File: src/inc/motor_fault_supervisor_defines.vh
`ifndef MOTOR_FAULT_SUPERVISOR_DEFINES_VH
`define MOTOR_FAULT_SUPERVISOR_DEFINES_VH

// register offsets
`define REG_FAULT_STATUS     7'h00
`define REG_PUMP_FAULT_CFG   7'h0B
`define REG_RECOVERY_CFG     7'h0F
`define REG_START_ERR_CFG    7'h10
`define REG_OC_MASK_CFG      7'h12
`define REG_BRAKE_PIN_CFG    7'h13
`define REG_RESTART_CFG      7'h14
`define REG_SPEED_WIN_CFG    7'h15
`define REG_OC_LEVEL_CFG     7'h17

// field positions
`define BIT_PUMP_LOW         5
`define BIT_THERMAL          4
`define BIT_OVERCURRENT      3
`define BIT_OVERSPEED        2
`define BIT_UNDERSPEED       1
`define BIT_STARTUP_FAIL     0
`define BIT_PUMP_FAULT_OFF   1
`define BIT_LATCH_MODE       2
`define BIT_START_ERR_OFF    7
`define BIT_OC_MASK          3
`define BIT_STALL_BRAKE      2
`define BIT_ALERT_INV        1
`define BIT_THERMAL_MASK     0
`define BIT_OC_LEVEL         7
`define FLD_RESTART_HI       7
`define FLD_RESTART_LO       5
`define FLD_OVERSPEED_HI     3
`define FLD_OVERSPEED_LO     2
`define FLD_FORCED_HI        1
`define FLD_FORCED_LO        0

// reset values
`define RESET_REG            8'h00

// timing
`define CLK_HZ               40000000
`define TICK_US              100
`define TICK_CYC             (`CLK_HZ / 1000000 * `TICK_US)
`define TICKS_PER_MS         (1000 / `TICK_US)
`define RESTART_MS_0         0
`define RESTART_MS_1         500
`define RESTART_MS_2         1000
`define RESTART_MS_3         1500
`define RESTART_MS_4         2000
`define RESTART_MS_5         4000
`define RESTART_MS_6         7000
`define RESTART_MS_7         10000
`define OVERSPEED_HZ_0       750
`define OVERSPEED_HZ_1       1500
`define OVERSPEED_HZ_2       3000
`define FORCED_DHZ_0         16
`define FORCED_DHZ_1         32
`define FORCED_DHZ_2         64
`define FORCED_DHZ_3         128
`define START_ROTATIONS      3'd4

`endif

File: src/hdl/motor_fault_supervisor.v
`timescale 1ns/1ps
`include "motor_fault_supervisor_defines.vh"

module motor_fault_supervisor #(
  parameter [31:0] TICK_CYC    = `TICK_CYC,
  parameter [31:0] OVS_CYC_0   = `CLK_HZ / `OVERSPEED_HZ_0,
  parameter [31:0] OVS_CYC_1   = `CLK_HZ / `OVERSPEED_HZ_1,
  parameter [31:0] OVS_CYC_2   = `CLK_HZ / `OVERSPEED_HZ_2,
  parameter [31:0] MIN_CYC_0   = (`CLK_HZ * 10) / `FORCED_DHZ_0,
  parameter [31:0] MIN_CYC_1   = (`CLK_HZ * 10) / `FORCED_DHZ_1,
  parameter [31:0] MIN_CYC_2   = (`CLK_HZ * 10) / `FORCED_DHZ_2,
  parameter [31:0] MIN_CYC_3   = (`CLK_HZ * 10) / `FORCED_DHZ_3
) (
  input  wire       mclk,
  input  wire       nrst,
  input  wire       supplyUndervoltage,
  input  wire       overcurrentRaw,
  input  wire       pumpUndervoltage,
  input  wire       overtempRaw,
  input  wire       rotationPulse,
  input  wire       driveActive,
  input  wire       forcedCommutation,
  input  wire       speedZero,
  input  wire       standbyMode,
  input  wire [2:0] gateHighIn,
  input  wire [2:0] gateLowIn,
  input  wire [6:0] regAddr,
  input  wire       regWrEn,
  input  wire [7:0] regWrData,
  output reg  [7:0] regRdData,
  output reg  [2:0] gateHigh,
  output reg  [2:0] gateLow,
  output reg        gateHiZ,
  output reg        driveHalt,
  output reg        overcurrentRefHalf,
  output wire       alertOut,
  output reg        alertOe
);

  localparam RUN = 1'b0;
  localparam ERR = 1'b1;

  // restart delays in 100 us ticks; kept 32 bits wide, cut to the counter width where used
  localparam [31:0] DLY_0 = `RESTART_MS_0 * `TICKS_PER_MS;
  localparam [31:0] DLY_1 = `RESTART_MS_1 * `TICKS_PER_MS;
  localparam [31:0] DLY_2 = `RESTART_MS_2 * `TICKS_PER_MS;
  localparam [31:0] DLY_3 = `RESTART_MS_3 * `TICKS_PER_MS;
  localparam [31:0] DLY_4 = `RESTART_MS_4 * `TICKS_PER_MS;
  localparam [31:0] DLY_5 = `RESTART_MS_5 * `TICKS_PER_MS;
  localparam [31:0] DLY_6 = `RESTART_MS_6 * `TICKS_PER_MS;
  localparam [31:0] DLY_7 = `RESTART_MS_7 * `TICKS_PER_MS;

  // config registers
  reg [7:0] pumpCfg_r;
  reg [7:0] recoveryCfg_r;
  reg [7:0] startCfg_r;
  reg [7:0] ocMaskCfg_r;
  reg [7:0] brakePinCfg_r;
  reg [7:0] restartCfg_r;
  reg [7:0] speedWinCfg_r;
  reg [7:0] ocLevelCfg_r;

  // pin synchronisers: bit 3 supply_undervoltage, 2 oc, 1 pump, 0 thermal
  reg  [3:0] sync1_r;
  reg  [3:0] sync2_r;
  reg  [3:0] sync3_r;
  reg  [3:0] clean_r;
  wire [3:0] agree = ~(sync2_r ^ sync3_r);
  wire [3:0] clean_nxt = (agree & sync2_r) | (~agree & clean_r);
  wire       supply_undervoltage = clean_r[3];

  reg        state_r;
  reg  [5:0] status_r;
  reg [31:0] periodCnt_r;
  reg        periodValid_r;
  reg  [2:0] forcedRot_r;
  reg [31:0] tickCnt_r;
  reg [16:0] delayCnt_r;
  reg  [2:0] gateHigh_nxt;
  reg  [2:0] gateLow_nxt;

  // enable masks
  wire ocEn    = ~ocMaskCfg_r[`BIT_OC_MASK];
  wire pumpEn  = ~pumpCfg_r[`BIT_PUMP_FAULT_OFF];
  wire thermEn = ~brakePinCfg_r[`BIT_THERMAL_MASK];
  wire startEn = ~startCfg_r[`BIT_START_ERR_OFF];

  wire ocLive    = ocEn & clean_r[2];
  wire pumpLive  = pumpEn & clean_r[1];
  wire thermLive = thermEn & clean_r[0];

  wire [1:0] ovsSel = speedWinCfg_r[`FLD_OVERSPEED_HI:`FLD_OVERSPEED_LO];
  wire [1:0] fstSel = speedWinCfg_r[`FLD_FORCED_HI:`FLD_FORCED_LO];
  wire [2:0] dlySel = restartCfg_r[`FLD_RESTART_HI:`FLD_RESTART_LO];

  reg [31:0] ovsLimit;
  reg [31:0] minLimit;
  reg [16:0] delayTicks;

  // limit lookup
  always @*
  begin
    case (ovsSel)
      2'b00:   ovsLimit = OVS_CYC_0;
      2'b01:   ovsLimit = OVS_CYC_1;
      default: ovsLimit = OVS_CYC_2;
    endcase
    case (fstSel)
      2'b00:   minLimit = MIN_CYC_0;
      2'b01:   minLimit = MIN_CYC_1;
      2'b10:   minLimit = MIN_CYC_2;
      default: minLimit = MIN_CYC_3;
    endcase
    case (dlySel) // restart delay in 100 us ticks
      3'b000:  delayTicks = DLY_0[16:0];
      3'b001:  delayTicks = DLY_1[16:0];
      3'b010:  delayTicks = DLY_2[16:0];
      3'b011:  delayTicks = DLY_3[16:0];
      3'b100:  delayTicks = DLY_4[16:0];
      3'b101:  delayTicks = DLY_5[16:0];
      3'b110:  delayTicks = DLY_6[16:0];
      default: delayTicks = DLY_7[16:0];
    endcase
  end

  // speed events; a locked rotor simply never pulses
  wire [31:0] periodNext = periodCnt_r + 32'd1;
  wire overspeedHit = rotationPulse & periodValid_r & (ovsSel != 2'b11)
                      & (periodNext <= ovsLimit);
  wire underspeedHit = driveActive & ~forcedCommutation
                       & (periodCnt_r > minLimit);
  wire startFailHit = startEn & forcedCommutation & rotationPulse
                      & (forcedRot_r == `START_ROTATIONS - 3'd1);

  wire [5:0] newFaults;
  assign newFaults[`BIT_PUMP_LOW]     = pumpLive;
  assign newFaults[`BIT_THERMAL]      = thermLive;
  assign newFaults[`BIT_OVERCURRENT]  = ocLive;
  assign newFaults[`BIT_OVERSPEED]    = overspeedHit;
  assign newFaults[`BIT_UNDERSPEED]   = underspeedHit;
  assign newFaults[`BIT_STARTUP_FAIL] = startFailHit;

  // clear conditions: analogue faults need their comparator released
  wire clearOk = ~(status_r[`BIT_OVERCURRENT] & ocLive)
                 & ~(status_r[`BIT_PUMP_LOW] & pumpLive)
                 & ~(status_r[`BIT_THERMAL] & thermLive);
  wire releaseEvt = speedZero | standbyMode;
  wire latched = recoveryCfg_r[`BIT_LATCH_MODE];
  wire delayDone = (delayCnt_r >= delayTicks);
  wire resume = clearOk & (releaseEvt | (~latched & delayDone));
  wire freshFault = |(newFaults & ~status_r);

  wire hardFault  = |{status_r[`BIT_PUMP_LOW], status_r[`BIT_THERMAL],
                      status_r[`BIT_OVERCURRENT], status_r[`BIT_OVERSPEED]};
  wire brakeFault = ~hardFault & brakePinCfg_r[`BIT_STALL_BRAKE];
  wire abnormal   = supply_undervoltage | (state_r == ERR);

  // synchronisers; a change counts once stages two and three agree
  always @(posedge mclk or negedge nrst)
  begin
    if (!nrst)
    begin
      sync1_r <= 4'h0;
      sync2_r <= 4'h0;
      sync3_r <= 4'h0;
      clean_r <= 4'h0;
    end
    else
    begin
      sync1_r <= {supplyUndervoltage, overcurrentRaw, pumpUndervoltage, overtempRaw};
      sync2_r <= sync1_r;
      sync3_r <= sync2_r;
      clean_r <= clean_nxt;
    end
  end

  // register writes; configuration survives undervoltage, only nrst clears it
  always @(posedge mclk or negedge nrst)
  begin
    if (!nrst)
    begin
      pumpCfg_r     <= `RESET_REG;
      recoveryCfg_r <= `RESET_REG;
      startCfg_r    <= `RESET_REG;
      ocMaskCfg_r   <= `RESET_REG;
      brakePinCfg_r <= `RESET_REG;
      restartCfg_r  <= `RESET_REG;
      speedWinCfg_r <= `RESET_REG;
      ocLevelCfg_r  <= `RESET_REG;
    end
    else if (regWrEn)
    begin
      case (regAddr)
        `REG_PUMP_FAULT_CFG: pumpCfg_r     <= regWrData;
        `REG_RECOVERY_CFG:   recoveryCfg_r <= regWrData;
        `REG_START_ERR_CFG:  startCfg_r    <= regWrData;
        `REG_OC_MASK_CFG:    ocMaskCfg_r   <= regWrData;
        `REG_BRAKE_PIN_CFG:  brakePinCfg_r <= regWrData;
        `REG_RESTART_CFG:    restartCfg_r  <= regWrData;
        `REG_SPEED_WIN_CFG:  speedWinCfg_r <= regWrData;
        `REG_OC_LEVEL_CFG:   ocLevelCfg_r  <= regWrData;
        default:             ocLevelCfg_r  <= ocLevelCfg_r;
      endcase
    end
  end

  // register read, one cycle latency; unmapped reads as zero
  always @(posedge mclk or negedge nrst)
  begin
    if (!nrst)
      regRdData <= 8'h00;
    else
    begin
      case (regAddr)
        `REG_FAULT_STATUS:   regRdData <= {2'b00, status_r};
        `REG_PUMP_FAULT_CFG: regRdData <= pumpCfg_r;
        `REG_RECOVERY_CFG:   regRdData <= recoveryCfg_r;
        `REG_START_ERR_CFG:  regRdData <= startCfg_r;
        `REG_OC_MASK_CFG:    regRdData <= ocMaskCfg_r;
        `REG_BRAKE_PIN_CFG:  regRdData <= brakePinCfg_r;
        `REG_RESTART_CFG:    regRdData <= restartCfg_r;
        `REG_SPEED_WIN_CFG:  regRdData <= speedWinCfg_r;
        `REG_OC_LEVEL_CFG:   regRdData <= ocLevelCfg_r;
        default:             regRdData <= 8'h00;
      endcase
    end
  end

  // rotation period and forced rotation counting
  always @(posedge mclk or negedge nrst)
  begin
    if (!nrst)
    begin
      periodCnt_r   <= 32'h0;
      periodValid_r <= 1'b0;
      forcedRot_r   <= 3'h0;
    end
    else if (supply_undervoltage || state_r == ERR || !driveActive)
    begin
      // measurement restarts with every drive attempt
      periodCnt_r   <= 32'h0;
      periodValid_r <= 1'b0;
      forcedRot_r   <= 3'h0;
    end
    else
    begin
      if (rotationPulse)
      begin
        periodCnt_r   <= 32'h0;
        periodValid_r <= 1'b1;
      end
      else if (periodCnt_r != 32'hFFFFFFFF)
        periodCnt_r <= periodCnt_r + 32'd1;
      if (!forcedCommutation)
        forcedRot_r <= 3'h0;
      else if (rotationPulse && forcedRot_r != `START_ROTATIONS)
        forcedRot_r <= forcedRot_r + 3'd1;
    end
  end

  // error mode control; status bits set on entry, accumulate, clear on resume
  always @(posedge mclk or negedge nrst)
  begin
    if (!nrst)
    begin
      state_r    <= RUN;
      status_r   <= 6'h00;
      tickCnt_r  <= 32'h0;
      delayCnt_r <= 17'h0;
    end
    else if (supply_undervoltage)
    begin
      // undervoltage is a halt, never a reported fault
      state_r    <= RUN;
      status_r   <= 6'h00;
      tickCnt_r  <= 32'h0;
      delayCnt_r <= 17'h0;
    end
    else
    begin
      case (state_r)
        RUN:
        begin
          tickCnt_r  <= 32'h0;
          delayCnt_r <= 17'h0;
          if (|newFaults)
          begin
            state_r  <= ERR;
            status_r <= newFaults;
          end
        end
        ERR:
        begin
          if (tickCnt_r >= TICK_CYC - 32'd1)
          begin
            tickCnt_r <= 32'h0;
            if (!delayDone)
              delayCnt_r <= delayCnt_r + 17'd1;
          end
          else
            tickCnt_r <= tickCnt_r + 32'd1;
          // a fault arriving while resuming wins over the clear
          if (resume && !freshFault)
          begin
            state_r  <= RUN;
            status_r <= 6'h00;
          end
          else
            status_r <= status_r | newFaults;
        end
        default:
          state_r <= RUN;
      endcase
    end
  end

  // gate forcing
  always @*
  begin
    gateHigh_nxt = gateHighIn;
    gateLow_nxt  = gateLowIn;
    if (supply_undervoltage || (state_r == ERR && !brakeFault))
    begin
      gateHigh_nxt = 3'b000;
      gateLow_nxt  = 3'b000;
    end
    else if (state_r == ERR)
    begin
      gateHigh_nxt = 3'b000;  // short brake through low sides
      gateLow_nxt  = 3'b111;
    end
  end

  // registered outputs
  always @(posedge mclk or negedge nrst)
  begin
    if (!nrst)
    begin
      gateHigh           <= 3'b000;
      gateLow            <= 3'b000;
      gateHiZ            <= 1'b0;
      driveHalt          <= 1'b1;
      overcurrentRefHalf <= 1'b0;
      alertOe            <= 1'b1;
    end
    else
    begin
      gateHigh  <= gateHigh_nxt;
      gateLow   <= gateLow_nxt;
      gateHiZ   <= (state_r == ERR) & status_r[`BIT_PUMP_LOW];
      driveHalt <= abnormal;
      overcurrentRefHalf <= ocLevelCfg_r[`BIT_OC_LEVEL];
      // pin released (reads high) or pulled low per polarity
      alertOe <= abnormal ? brakePinCfg_r[`BIT_ALERT_INV]
                          : ~brakePinCfg_r[`BIT_ALERT_INV];
    end
  end

  assign alertOut = 1'b0;

endmodule

File: config.mk
export PLATFORM = sky130hd
export DESIGN_NAME = motor_fault_supervisor
export DESIGN_NICKNAME = d
export VERILOG_FILES = /design/src/hdl/motor_fault_supervisor.v
export VERILOG_INCLUDE_DIRS = /design/src /design/src/inc
export SDC_FILE = /design/constraint.sdc
export NUM_CORES = 1
export LEC_CHECK = 0
export BUFFER_PORTS_ARGS = -buffer_cell sky130_fd_sc_hd__buf_2
export CAP_MARGIN = 15
export CORE_MARGIN = 1.5
export CORE_UTILIZATION = 30
export CTS_CLUSTER_DIAMETER = 40
export CTS_CLUSTER_SIZE = 12
export DETAILED_ROUTE_END_ITERATION = 8
export GPL_TIMING_DRIVEN = 0
export SLEW_MARGIN = 20
export SYNTH_ARGS = -nofsm -noshare
export SYNTH_HDL_FRONTEND = slang
export SYNTH_SLANG_ARGS = --single-unit
File: constraint.sdc
create_clock -name mclk -period 9.6 [get_ports mclk]
set_input_delay 0.48 -clock mclk [delete_from_list [all_inputs] [get_ports mclk]]
set_output_delay 0.48 -clock mclk [all_outputs]
set_load 0.01 [all_outputs]
==> run_results.csv, run 1 <==
group,metric,value,unit
placed_design,place_inst,1399,
timing,fin_worst_skew,0.0167,ns
die,num_io_pins,52,
cts,post_cts_buffers,0,
synth,synth_area,9660,um2
cells_and_area,synthToLayoutAreaGrowth,15.5,%
timing,fmax,0.197,GHz
setup_path,critPathSlowestCell,"nor3_1",
grt,grt_pass1_wl,37900,um
synth,synth_top_area_share,48.7,%
grt,grt_usage,14.3,%
cts,cts_tree,"yes",
grt,grt_pass1_vias,7247,
cts,root_buffer,"clkbuf_16",
cts,cts_buffers,17,
placed_design,place_congestion,0.851,
synth,synth_cell_types,59,
pwr,total_power,0.00174,W
routing,ant_nets,0,
die,core,31600,um2
die,rows,65,
setup_path,cp_cell_sequence,"nand4_2 -> nor3_1 -> and3_1 -> xor2_1 -> ha_1 -> a21oi_1 -> o22ai_1 -> or3_1 -> o21bai_1 -> or4b_1 -> or4_4 -> nor2b_1 -> o21ai_2 -> o22ai_1",
setup_path,worst-path-max-fanout,8,
min_path,min_path_type,"in2async",
die,start_util,30.5,%
pwr,vdd_drop_max,0.130,mV
routing,num_vias,7191,
setup_path,crit_required,9.91,ns
die,die_y,182,um
synth,async_reset_ff_share,100,%
timing,hold_violations,0,
setup_path,slowest_delay,0.97,ns
cts,cts_sinks,190,
timing,tightest_slew,1.16,ns
flow_run,drv_cap,0,
grt,grt_max_degree,100,
synth,synth.largest_area_cell,"dfrtp_1",
timing,rsz0062_at_grt,"no",
routing,routedWlPerCell,15.7,um
cts,clk_path_buf_depth,2,
cts,cts_htree_levels,4,
setup_path,cpMostUsedCell,"o22ai_1",
synth,ys_seq_elements,190,
timing,fin_crit_sh,53.0,%
routing,drc,0,
cts,cts-hold-fix-buffers,0,
timing,setup-tns-final,0,ns
grt,grt_antenna_before_repair,0,
synth,yosys-top-cells-area,"dfrtp_1, mux2_2, ha_1",
pwr,power-per-cell-area,156,nW/um2
synth,synth_area_per_cell,10.4,um2
synth,ys.flop_type,"dfrtp_1",
cts,clk_latency,0.45,ns
cts,clk_pin_slew,0.09,ns
routing,vias_per_cell,5.03,
setup_path,worstSetupStartpointType,"flip-flop",
timing,setup_viol,0,
cells_and_area,antenna_cells,0,
setup_path,arrival,5.39,ns
cells_and_area,stdcell_count,1431,
routing,drtIter0Drc,481,
die,die_x,182,um
pwr,total_leakage_power,5.22,nW
routing,drtPass1Iterations,7,
grt,grt_overflow_total,0,
outcome,status,"finished, final reports clean",
synth,yosys_warnings,0,
synth,seq_area_frac_synth,49.2,%
cells_and_area,final_nets,1102,
timing,period_needed,5.09,ns
placed_design,dp_hpwl,16200,um
cts,ctsResizeCount,0,
routing,wirelength,22500,um
setup_path,end_kind,"flip-flop",
die,die_area,33300,um2
synth,synth_edf_count,0,
synth,synthesis.instances,926,
placed_design,port_buffers,48,
timing,slew_headroom,22.2,%
timing,maxSlewViolCount,0,
cells_and_area,drive_above_1_share,16.3,%
setup_path,critPathKind,"reg2reg",
==> per-stage QoR <==
| step | hold WS (ns) | utilization [%] | setup WS [ns] | instance area [um2] |
|---|---|---|---|---|
| after floorplan | 0.184 | - | 5.55 | 9740 |
| after global placement | 0.338 | 33.1 | 4.68 | 10500 |
| after detailed placement | 0.337 | 33.4 | 4.65 | 10600 |
| after CTS | 0.0326 | 35.3 | 4.58 | 11200 |
| after global routing | 0.0295 | 35.3 | 4.24 | 11200 |
| final | 0.00554 | 35.3 | 4.51 | 11200 |
==> power by group <==
group          switching (W)  internal [W]  leakage (nW)
Sequential         0.0000251      0.000841          2.52
Clock               0.000339      0.000383         0.291
Combinational      0.0000919     0.0000628          2.41
Total               0.000456       0.00129          5.22
==> state kept, by name (all words and copies together), names as in the netlist, 3 cells and up, named ones only <==
signal,cells
sync3_r,4
gateHigh,3
periodCnt_r,32
speedWinCfg_r,8
gateLow,3
delayCnt_r,17
pumpCfg_r,8
sync2_r,4
recoveryCfg_r,8
status_r,6
brakePinCfg_r,8
ocMaskCfg_r,8
regRdData,8
ocLevelCfg_r,8
startCfg_r,8
forcedRot_r,3
restartCfg_r,8
sync1_r,4
tickCnt_r,32
==> final timing paths <==
check,startpoint,to,slack [ns],cells past startpoint
max,periodCnt_r[5]$_DFFE_PN0P_,status_r[3]$_DFFE_PN0P_,4.51,14
min,nrst,periodCnt_r[2]$_DFFE_PN0P_,0.006,2
max reg2reg,periodCnt_r[5]$_DFFE_PN0P_,status_r[3]$_DFFE_PN0P_,4.51,14
min reg2reg,sync1_r[1]$_DFF_PN0_,sync2_r[1]$_DFF_PN0_,0.35,0
max in group asynchronous,nrst,speedWinCfg_r[7]$_DFFE_PN0P_,8.77,3
min in group mclk,overcurrentRaw,sync1_r[2]$_DFF_PN0_,0.14,1
==> critical path: cells and delay by family, from the launching register on <==
kind            cells  cell delay [ns]
compound gates      5             0.90
xor+xnor            1             0.24
fa+ha+maj           1             0.29
flops               1             0.50
simple gates        7             3.01
==> cell families after synthesis <==
| logic type | synth area share [%] |
|---|---|
| xor+xnor | 4.89 |
| fa+ha+maj | 7.28 |
| other cells | 0.0388 |
| mux | 8.96 |
| simple gates | 17.8 |
| compound gates | 9.39 |
| flops | 49.2 |
| buf+inv | 2.43 |
==> final cells by class <==
class | count | area (um2)
buffer | 28 | 115
clock buffer | 19 | 453
clock inverter | 13 | 151
fill | 3146 | 20500
inverter | 32 | 120
multi-input combinational | 696 | 4750
sequential | 190 | 4760
tap | 402 | 503
timing repair buffer | 51 | 313
==> metal layers <==
layer  wire length [um]  vias up  global-route usage [%]
met4                506        0                    4.99
met2              10400      167                    22.9
met1              10700     3518                    19.0
li1                   -     3466                       -
met5                  0        -                       0
met3                949       40                    3.37
==> synthesized netlist by cell type, types with 18 or more instances <==
| master | count |
|---|---|
| a21oi_1 | 31 |
| and3_1 | 18 |
| clkbuf_1 | 22 |
| dfrtp_1 | 188 |
| ha_1 | 53 |
| inv_1 | 32 |
| mux2_2 | 68 |
| nand2_1 | 95 |
| nand3_1 | 51 |
| nor2_1 | 68 |
| o21ai_0 | 45 |
| xnor2_1 | 27 |
| xor2_1 | 27 |
==> layout by cell type (no fill, tap or decap), types with 13 or more instances in the layout <==
cell and instances:
inv_1 32, ha_1 53, o21ai_0 45, nand3_1 51, xor2_1 27, a21oi_1 31
and3_1 18, a22oi_1 14, nor2_1 68, clkbuf_1 22, mux2_2 68, conb_1 21
nor3_1 16, buf_2 49, nand2_1 95, clkbuf_16 17, xnor2_1 27, nand4_1 13
dfrtp_1 188
(Power assumes the default switching activity.)
==> inputs of run 2 (changes only) <==
--- a/config.mk
+++ b/config.mk
@@ -6,6 +6,7 @@
 export SDC_FILE = /design/constraint.sdc
 export NUM_CORES = 1
 export LEC_CHECK = 0
+export ABC_AREA = 1
 export BUFFER_PORTS_ARGS = -buffer_cell sky130_fd_sc_hd__buf_2
 export CAP_MARGIN = 15
 export CORE_MARGIN = 1.5
==> constraint.sdc (replaced) <==
create_clock -name mclk -period 5 [get_ports mclk]
set_input_delay 0.25 -clock mclk [delete_from_list [all_inputs] [get_ports mclk]]
set_output_delay 0.25 -clock mclk [all_outputs]
set_load 0.01 [all_outputs]
==> run_results.csv, run 2 <==
group,metric,value,unit
setup_path,critical-path-top-delay-family,"simple AND/OR/NAND/NOR gates",
synth,yosys-top-cells-area,"dfrtp_1, nand2_1, ha_1",
placed_design,place_congestion,0.919,
setup_path,crit_buf_inv,1,
routing,vias_per_cell,4.82,
cells_and_area,stdcell_count,1786,
routing,routedWlPerCell,14.9,um
timing,maxSlewViolCount,0,
cells_and_area,synthToLayoutAreaGrowth,16.2,%
timing,hold_violations,0,
timing,period_needed,3.09,ns
cts,cts_buffers,17,
outcome,status,"finished, final reports clean",
cells_and_area,fillers,3379,
timing,tightest_slew,0.835,ns
flow_run,drv_cap,0,
grt,grt_antenna_before_repair,0,
placed_design,place_inst,1748,
cts,clk_pin_slew,0.09,ns
synth,yosys_warnings,0,
setup_path,worst-path-max-fanout,5,
cells_and_area,final_util,35.7,%
setup_path,critPathKind,"reg2reg",
placed_design,dp_hpwl,19800,um
cts,clk_path_buf_depth,2,
die,die_y,186,um
setup_path,worstSetupStartpointType,"flip-flop",
synth,async_reset_ff_share,100,%
die,start_util,30.8,%
cts,post_cts_buffers,0,
routing,drc,0,
setup_path,r2r_cells,18,
cells_and_area,drive_above_1_share,10.7,%
synth,synth_area,10100,um2
cts,ctsResizeCount,0,
setup_path,arrival,3.45,ns
die,core,32800,um2
die,num_io_pins,52,
synth,synth_area_per_cell,8.17,um2
routing,ant_nets,0,
pwr,vdd_drop_max,0.214,mV
cells_and_area,layout_common_cells,"nand2_1, dfrtp_1, inv_1",
synth,ys_seq_elements,190,
cts,cts-hold-fix-buffers,6,
synth,synthesis.instances,1234,
grt,grt_pass1_wl,43800,um
min_path,holdPathStages,3,
setup_path,end_kind,"flip-flop",
timing,setup-tns-final,0,ns
cells_and_area,final_nets,1417,
synth,synth_cell_types,46,
routing,drtPass1Iterations,5,
synth,synth_common_cells,"nand2_1, dfrtp_1, inv_1, nor2_1, o21ai_0",
setup_path,crit_required,5.37,ns
timing,fin_worst_skew,0.0169,ns
cts,cts_sinks,190,
die,die_area,34700,um2
grt,grt_max_degree,80,
synth,synth_edf_count,0,
grt,grt_overflow_total,0,
pwr,power-per-cell-area,299,nW/um2
synth,synth_most_common_cell,"nand2_1",
timing,fin_crit_sh,61.7,%
synth,synth.largest_area_cell,"dfrtp_1",
setup_path,slowest_delay,0.46,ns
cells_and_area,reg.largest.list,"periodCnt_r (32), tickCnt_r (32), delayCnt_r (17)",
min_path,min_path_type,"in2reg",
pwr,total_leakage_power,5.51,nW
setup_path,path_depth,18,
routing,wirelength,26600,um
cts,clk_latency,0.44,ns
setup_path,cp_cell_sequence,"nand2_1 -> nor2_1 -> nand2_1 -> nor2_1 -> xor2_1 -> ha_1 -> nand2_1 -> inv_1 -> nand3_1 -> nor2_1 -> nand4_1 -> nor2_1 -> nor2_1 -> nand2_1 -> nand2_1 -> nand3_2 -> nand3_2 -> o21ai_1",
synth,synth_top_area_share,46.6,%
timing,slew_headroom,44.1,%
cts,root_buffer,"clkbuf_16",
cells_and_area,layout_commonest_cell,"nand2_1",
synth,ys.flop_type,"dfrtp_1",
timing,rsz0062_at_grt,"no",
setup_path,critPathSlowestCell,"dfrtp_1",
placed_design,port_buffers,50,
die,die_x,186,um
die,rows,66,
cts,cts_htree_levels,4,
cells_and_area,antenna_cells,0,
routing,num_vias,8608,
synth,seq_area_frac_synth,47.2,%
timing,setup_viol,0,
cts,cts_tree,"yes",
grt,grt_pass1_vias,8361,
grt,grt_usage,15.7,%
timing,fmax,0.324,GHz
routing,drtIter0Drc,625,
run 2: report_power, final:
group          internal, W  switching (W)
logic             0.000130       0.000267
registers          0.00163      0.0000475
clock network     0.000693       0.000734
run 2: final cells by class:
type / count / area (um2) / share of cell area [%]
inverter: 159 / 597 / 5.09
timing repair buffer: 58 / 375 / 3.20
buffer: 19 / 85.1 / 0.726
multi-input combinational: 886 / 4730 / 40.4
tap: 442 / 553 / 4.72
clock inverter: 15 / 196 / 1.68
clock buffer: 17 / 425 / 3.63
sequential: 190 / 4760 / 40.6
run 2: cells by family after synthesis:
| group | after synthesis | synth area share, % |
|---|---|---|
| DFF | 190 | 47.2 |
| adders and majority gates | 57 | 6.97 |
| AOI/OAI and AO/OA | 208 | 11.6 |
| xor gates and xnor gates | 20 | 1.74 |
| buffers and inverters | 178 | 6.76 |
| and+or+nand+nor | 580 | 25.8 |
| other | 1 | 0.0372 |
run 2: worst paths after layout:
| check | from | end | slack, ns |
|---|---|---|---|
| worst min-delay path | gateHighIn[0] | gateHigh[0]$_DFF_PN0_ | 0.03 |
| worst max register to register | periodCnt_r[8]$_DFFE_PN0P_ | status_r[3]$_DFFE_PN0P_ | 1.91 |
| worst max-delay path | periodCnt_r[8]$_DFFE_PN0P_ | status_r[3]$_DFFE_PN0P_ | 1.91 |
| worst min register to register | sync1_r[1]$_DFF_PN0_ | sync2_r[1]$_DFF_PN0_ | 0.35 |
| max in group asynchronous | nrst | tickCnt_r[6]$_DFF_PN0_ | 3.62 |
| min in group asynchronous | nrst | overcurrentRefHalf$_DFF_PN0_ | 0.30 |
run 2: worst reg2reg max path, cell delays in order, from the launching register on:
cell and delay, ns:
dfrtp_1 0.46, nand2_1 0.15, nor2_1 0.19, nand2_1 0.11, nor2_1 0.37, xor2_1 0.18
ha_1 0.34, nand2_1 0.07, inv_1 0.05, nand3_1 0.08, nor2_1 0.15, nand4_1 0.11
nor2_1 0.09, nor2_1 0.04, nand2_1 0.06, nand2_1 0.12, nand3_2 0.15, nand3_2 0.12
o21ai_1 0.15
run 2: stage by stage:
step / hold WS (ns) / total power, W / area (um2) / setup WS (ns)
finish: 0.0259 / 0.00350 / 11700 / 1.91
detailed placement: 0.211 / 0.00210 / 11000 / 2.01
global route: 0.0126 / 0.00367 / 11700 / 1.56
CTS: 0.00129 / 0.00355 / 11700 / 1.96
global placement: 0.335 / 0.00208 / 11000 / 0.407
floorplan: -0.0456 / 0.00193 / 10200 / 2.55
run 2: metal layers:
metal / track usage (%) / routed length (um) / vias up
met5: 0 / 0 / -
met4: 6.57 / 917 / 0
met3: 2.54 / 1310 / 50
met2: 24.1 / 11700 / 261
met1: 22.0 / 12600 / 4070
li1: - / - / 4227
==> inputs of run 3 (changes only) <==
==> constraint.sdc (replaced) <==
create_clock -name mclk -period 2.9 [get_ports mclk]
set_input_delay 0.145 -clock mclk [delete_from_list [all_inputs] [get_ports mclk]]
set_output_delay 0.145 -clock mclk [all_outputs]
set_load 0.01 [all_outputs]
==> run_results.csv, run 3 (synthesized netlist as in run 2, its figures left out) <==
group,metric,value,unit
die,die_y,186,um
grt,grt_pass1_vias,8407,
setup_path,worstSetupStartpointType,"flip-flop",
min_path,hold_start,"regWrData[0]",
die,start_util,30.8,%
setup_path,crit_buf_inv,2,
cts,cts_sinks,190,
cells_and_area,reg.largest.list,"periodCnt_r (32), tickCnt_r (32), delayCnt_r (17)",
routing,vias_per_cell,4.84,
placed_design,port_buffers,50,
outcome,status,"finished, final reports clean",
pwr,total_leakage_power,5.70,nW
setup_path,r2r-end,"status_r[3]$_DFFE_PN0P_",
cells_and_area,antenna_cells,0,
die,die_area,34700,um2
cells_and_area,layout_common_cells,"nand2_1, dfrtp_1, inv_1",
pwr,vdd_drop_max,0.370,mV
timing,maxSlewViolCount,0,
timing,fmax,0.374,GHz
setup_path,critPathSlowestCell,"dfrtp_2",
routing,wirelength,27200,um
timing,period_needed,2.67,ns
cells_and_area,drive_above_1_share,15.3,%
grt,grt_antenna_before_repair,0,
setup_path,critical-path-top-delay-family,"simple AND/OR/NAND/NOR gates",
setup_path,end_kind,"flip-flop",
routing,ant_nets,0,
setup_path,r2r_cells,20,
die,die_x,186,um
placed_design,place_congestion,0.919,
routing,drtIter0Drc,649,
timing,fin_hold_ws,0.0286,ns
cts,clk_latency,0.44,ns
grt,grt_overflow_total,0,
setup_path,cp_cell_sequence,"ha_4 -> nand2_4 -> nor2_4 -> or2_2 -> o21ai_2 -> inv_1 -> ha_1 -> nand3_1 -> inv_1 -> nand2_1 -> nand2_1 -> nor2_1 -> nor2_1 -> nor2_1 -> nand2_1 -> nand2_2 -> nand4_2 -> nand2_4 -> nand2_1 -> o21ai_1",
setup_path,critPathKind,"reg2reg",
setup_path,r2r_setup_slack,0.23,ns
timing,slew_headroom,43.0,%
setup_path,crit_start,"periodCnt_r[0]$_DFFE_PN0P_",
grt,grt_max_degree,80,
routing,drc,0,
cts,root_buffer,"clkbuf_16",
routing,num_vias,8797,
cts,cts_buffers,17,
timing,setup_viol,0,
cells_and_area,synthToLayoutAreaGrowth,20.4,%
setup_path,endpoint,"status_r[3]$_DFFE_PN0P_",
cells_and_area,layout_commonest_cell,"nand2_1",
setup_path,path_depth,20,
min_path,min_path_type,"in2reg",
die,rows,66,
setup_path,crit_required,3.27,ns
placed_design,dp_hpwl,19800,um
setup_path,r2r-start,"periodCnt_r[0]$_DFFE_PN0P_",
timing,tightest_slew,0.852,ns
cts,clk_path_buf_depth,2,
cells_and_area,final_nets,1450,
timing,hold_violations,0,
timing,fin_worst_skew,0.0178,ns
die,num_io_pins,52,
cts,clk_pin_slew,0.09,ns
setup_path,arrival,3.04,ns
grt,grt_pass1_wl,44000,um
cts,cts_htree_levels,4,
die,core,32800,um2
flow_run,drv_cap,0,
setup_path,cpMostUsedCell,"nand2_1",
routing,routedWlPerCell,14.9,um
pwr,total_power,0.00607,W
pwr,power-per-cell-area,500,nW/um2
placed_design,place_ws,-0.0928,ns
setup_path,worst-path-max-fanout,7,
grt,grt_usage,15.8,%
cts,cts_tree,"yes",
routing,drtPass1Iterations,5,
timing,setup_ws,0.228,ns
setup_path,slowest_delay,0.46,ns
timing,fin_crit_sh,92.1,%
run 3: routing by layer:
layer,vias up,global-route usage (%),routed length [um]
met5,-,0,0
met4,0,6.57,891
met3,51,2.50,1310
met2,248,24.4,12200
met1,4197,22.1,12800
li1,4301,-,-
run 3: where the power goes:
part	internal, W	total (W)	switching [W]
clock	0.00119	0.00246	0.00127
sequential	0.00281	0.00290	0.0000855
combinational	0.000240	0.000709	0.000469
run 3: area by class of cell:
type,count,area (um2)
multi-input cells,886,4860
inverters,159,599
clock buffers,17,425
clock inverters,15,196
well taps,442,553
flip-flops and latches,190,4770
fillers,3340,20600
repair buffers,92,651
plain buffers,18,82.6
run 3: per-stage QoR:
step,TNS (ns),util (%),instance area (um2),cells
floorplan,0,-,10200,1254
global placement,-296.50,33.4,11000,1746
detailed placement,-0.785,33.6,11000,1748
CTS,0,36.0,11800,1793
global route,-0.0165,37.0,12100,1819
finish,0,37.0,12100,1819
run 3: worst min-delay path, delay by kind of cell:
kind	cells	cell delay [ns]
buffers and inverters	1	0.15
AOI/OAI and AO/OA	1	0.07
and+or+nand+nor	1	0.06
run 3: worst min path at each step:
stage | endpoint | slack (ns) | cells after the start
6_report | pumpCfg_r[0]$_DFFE_PN0P_ | 0.03 | 3
5_1_grt | ocMaskCfg_r[0]$_DFFE_PN0P_ | 0.02 | 3
4_1_cts | recoveryCfg_r[0]$_DFFE_PN0P_ | 0.005 | 3
3_5_place_dp | overcurrentRefHalf$_DFF_PN0_ | 0.11 | 1
3_3_place_gp | sync1_r[1]$_DFF_PN0_ | 0.25 | 1
2_1_floorplan | asynchronous set/reset pin | -0.15 | 0
run 3: what timing repair did:
| item | CTS | global route |
|---|---|---|
| gates resized for setup | 4 | 48 |
| hold endpoints to repair | 67 | 0 |
| pin swaps | 0 | 8 |
| setup buffers | 0 | 26 |
| endpoints found under the setup margin | 17 | 24 |
| hold buffers | 14 | 0 |
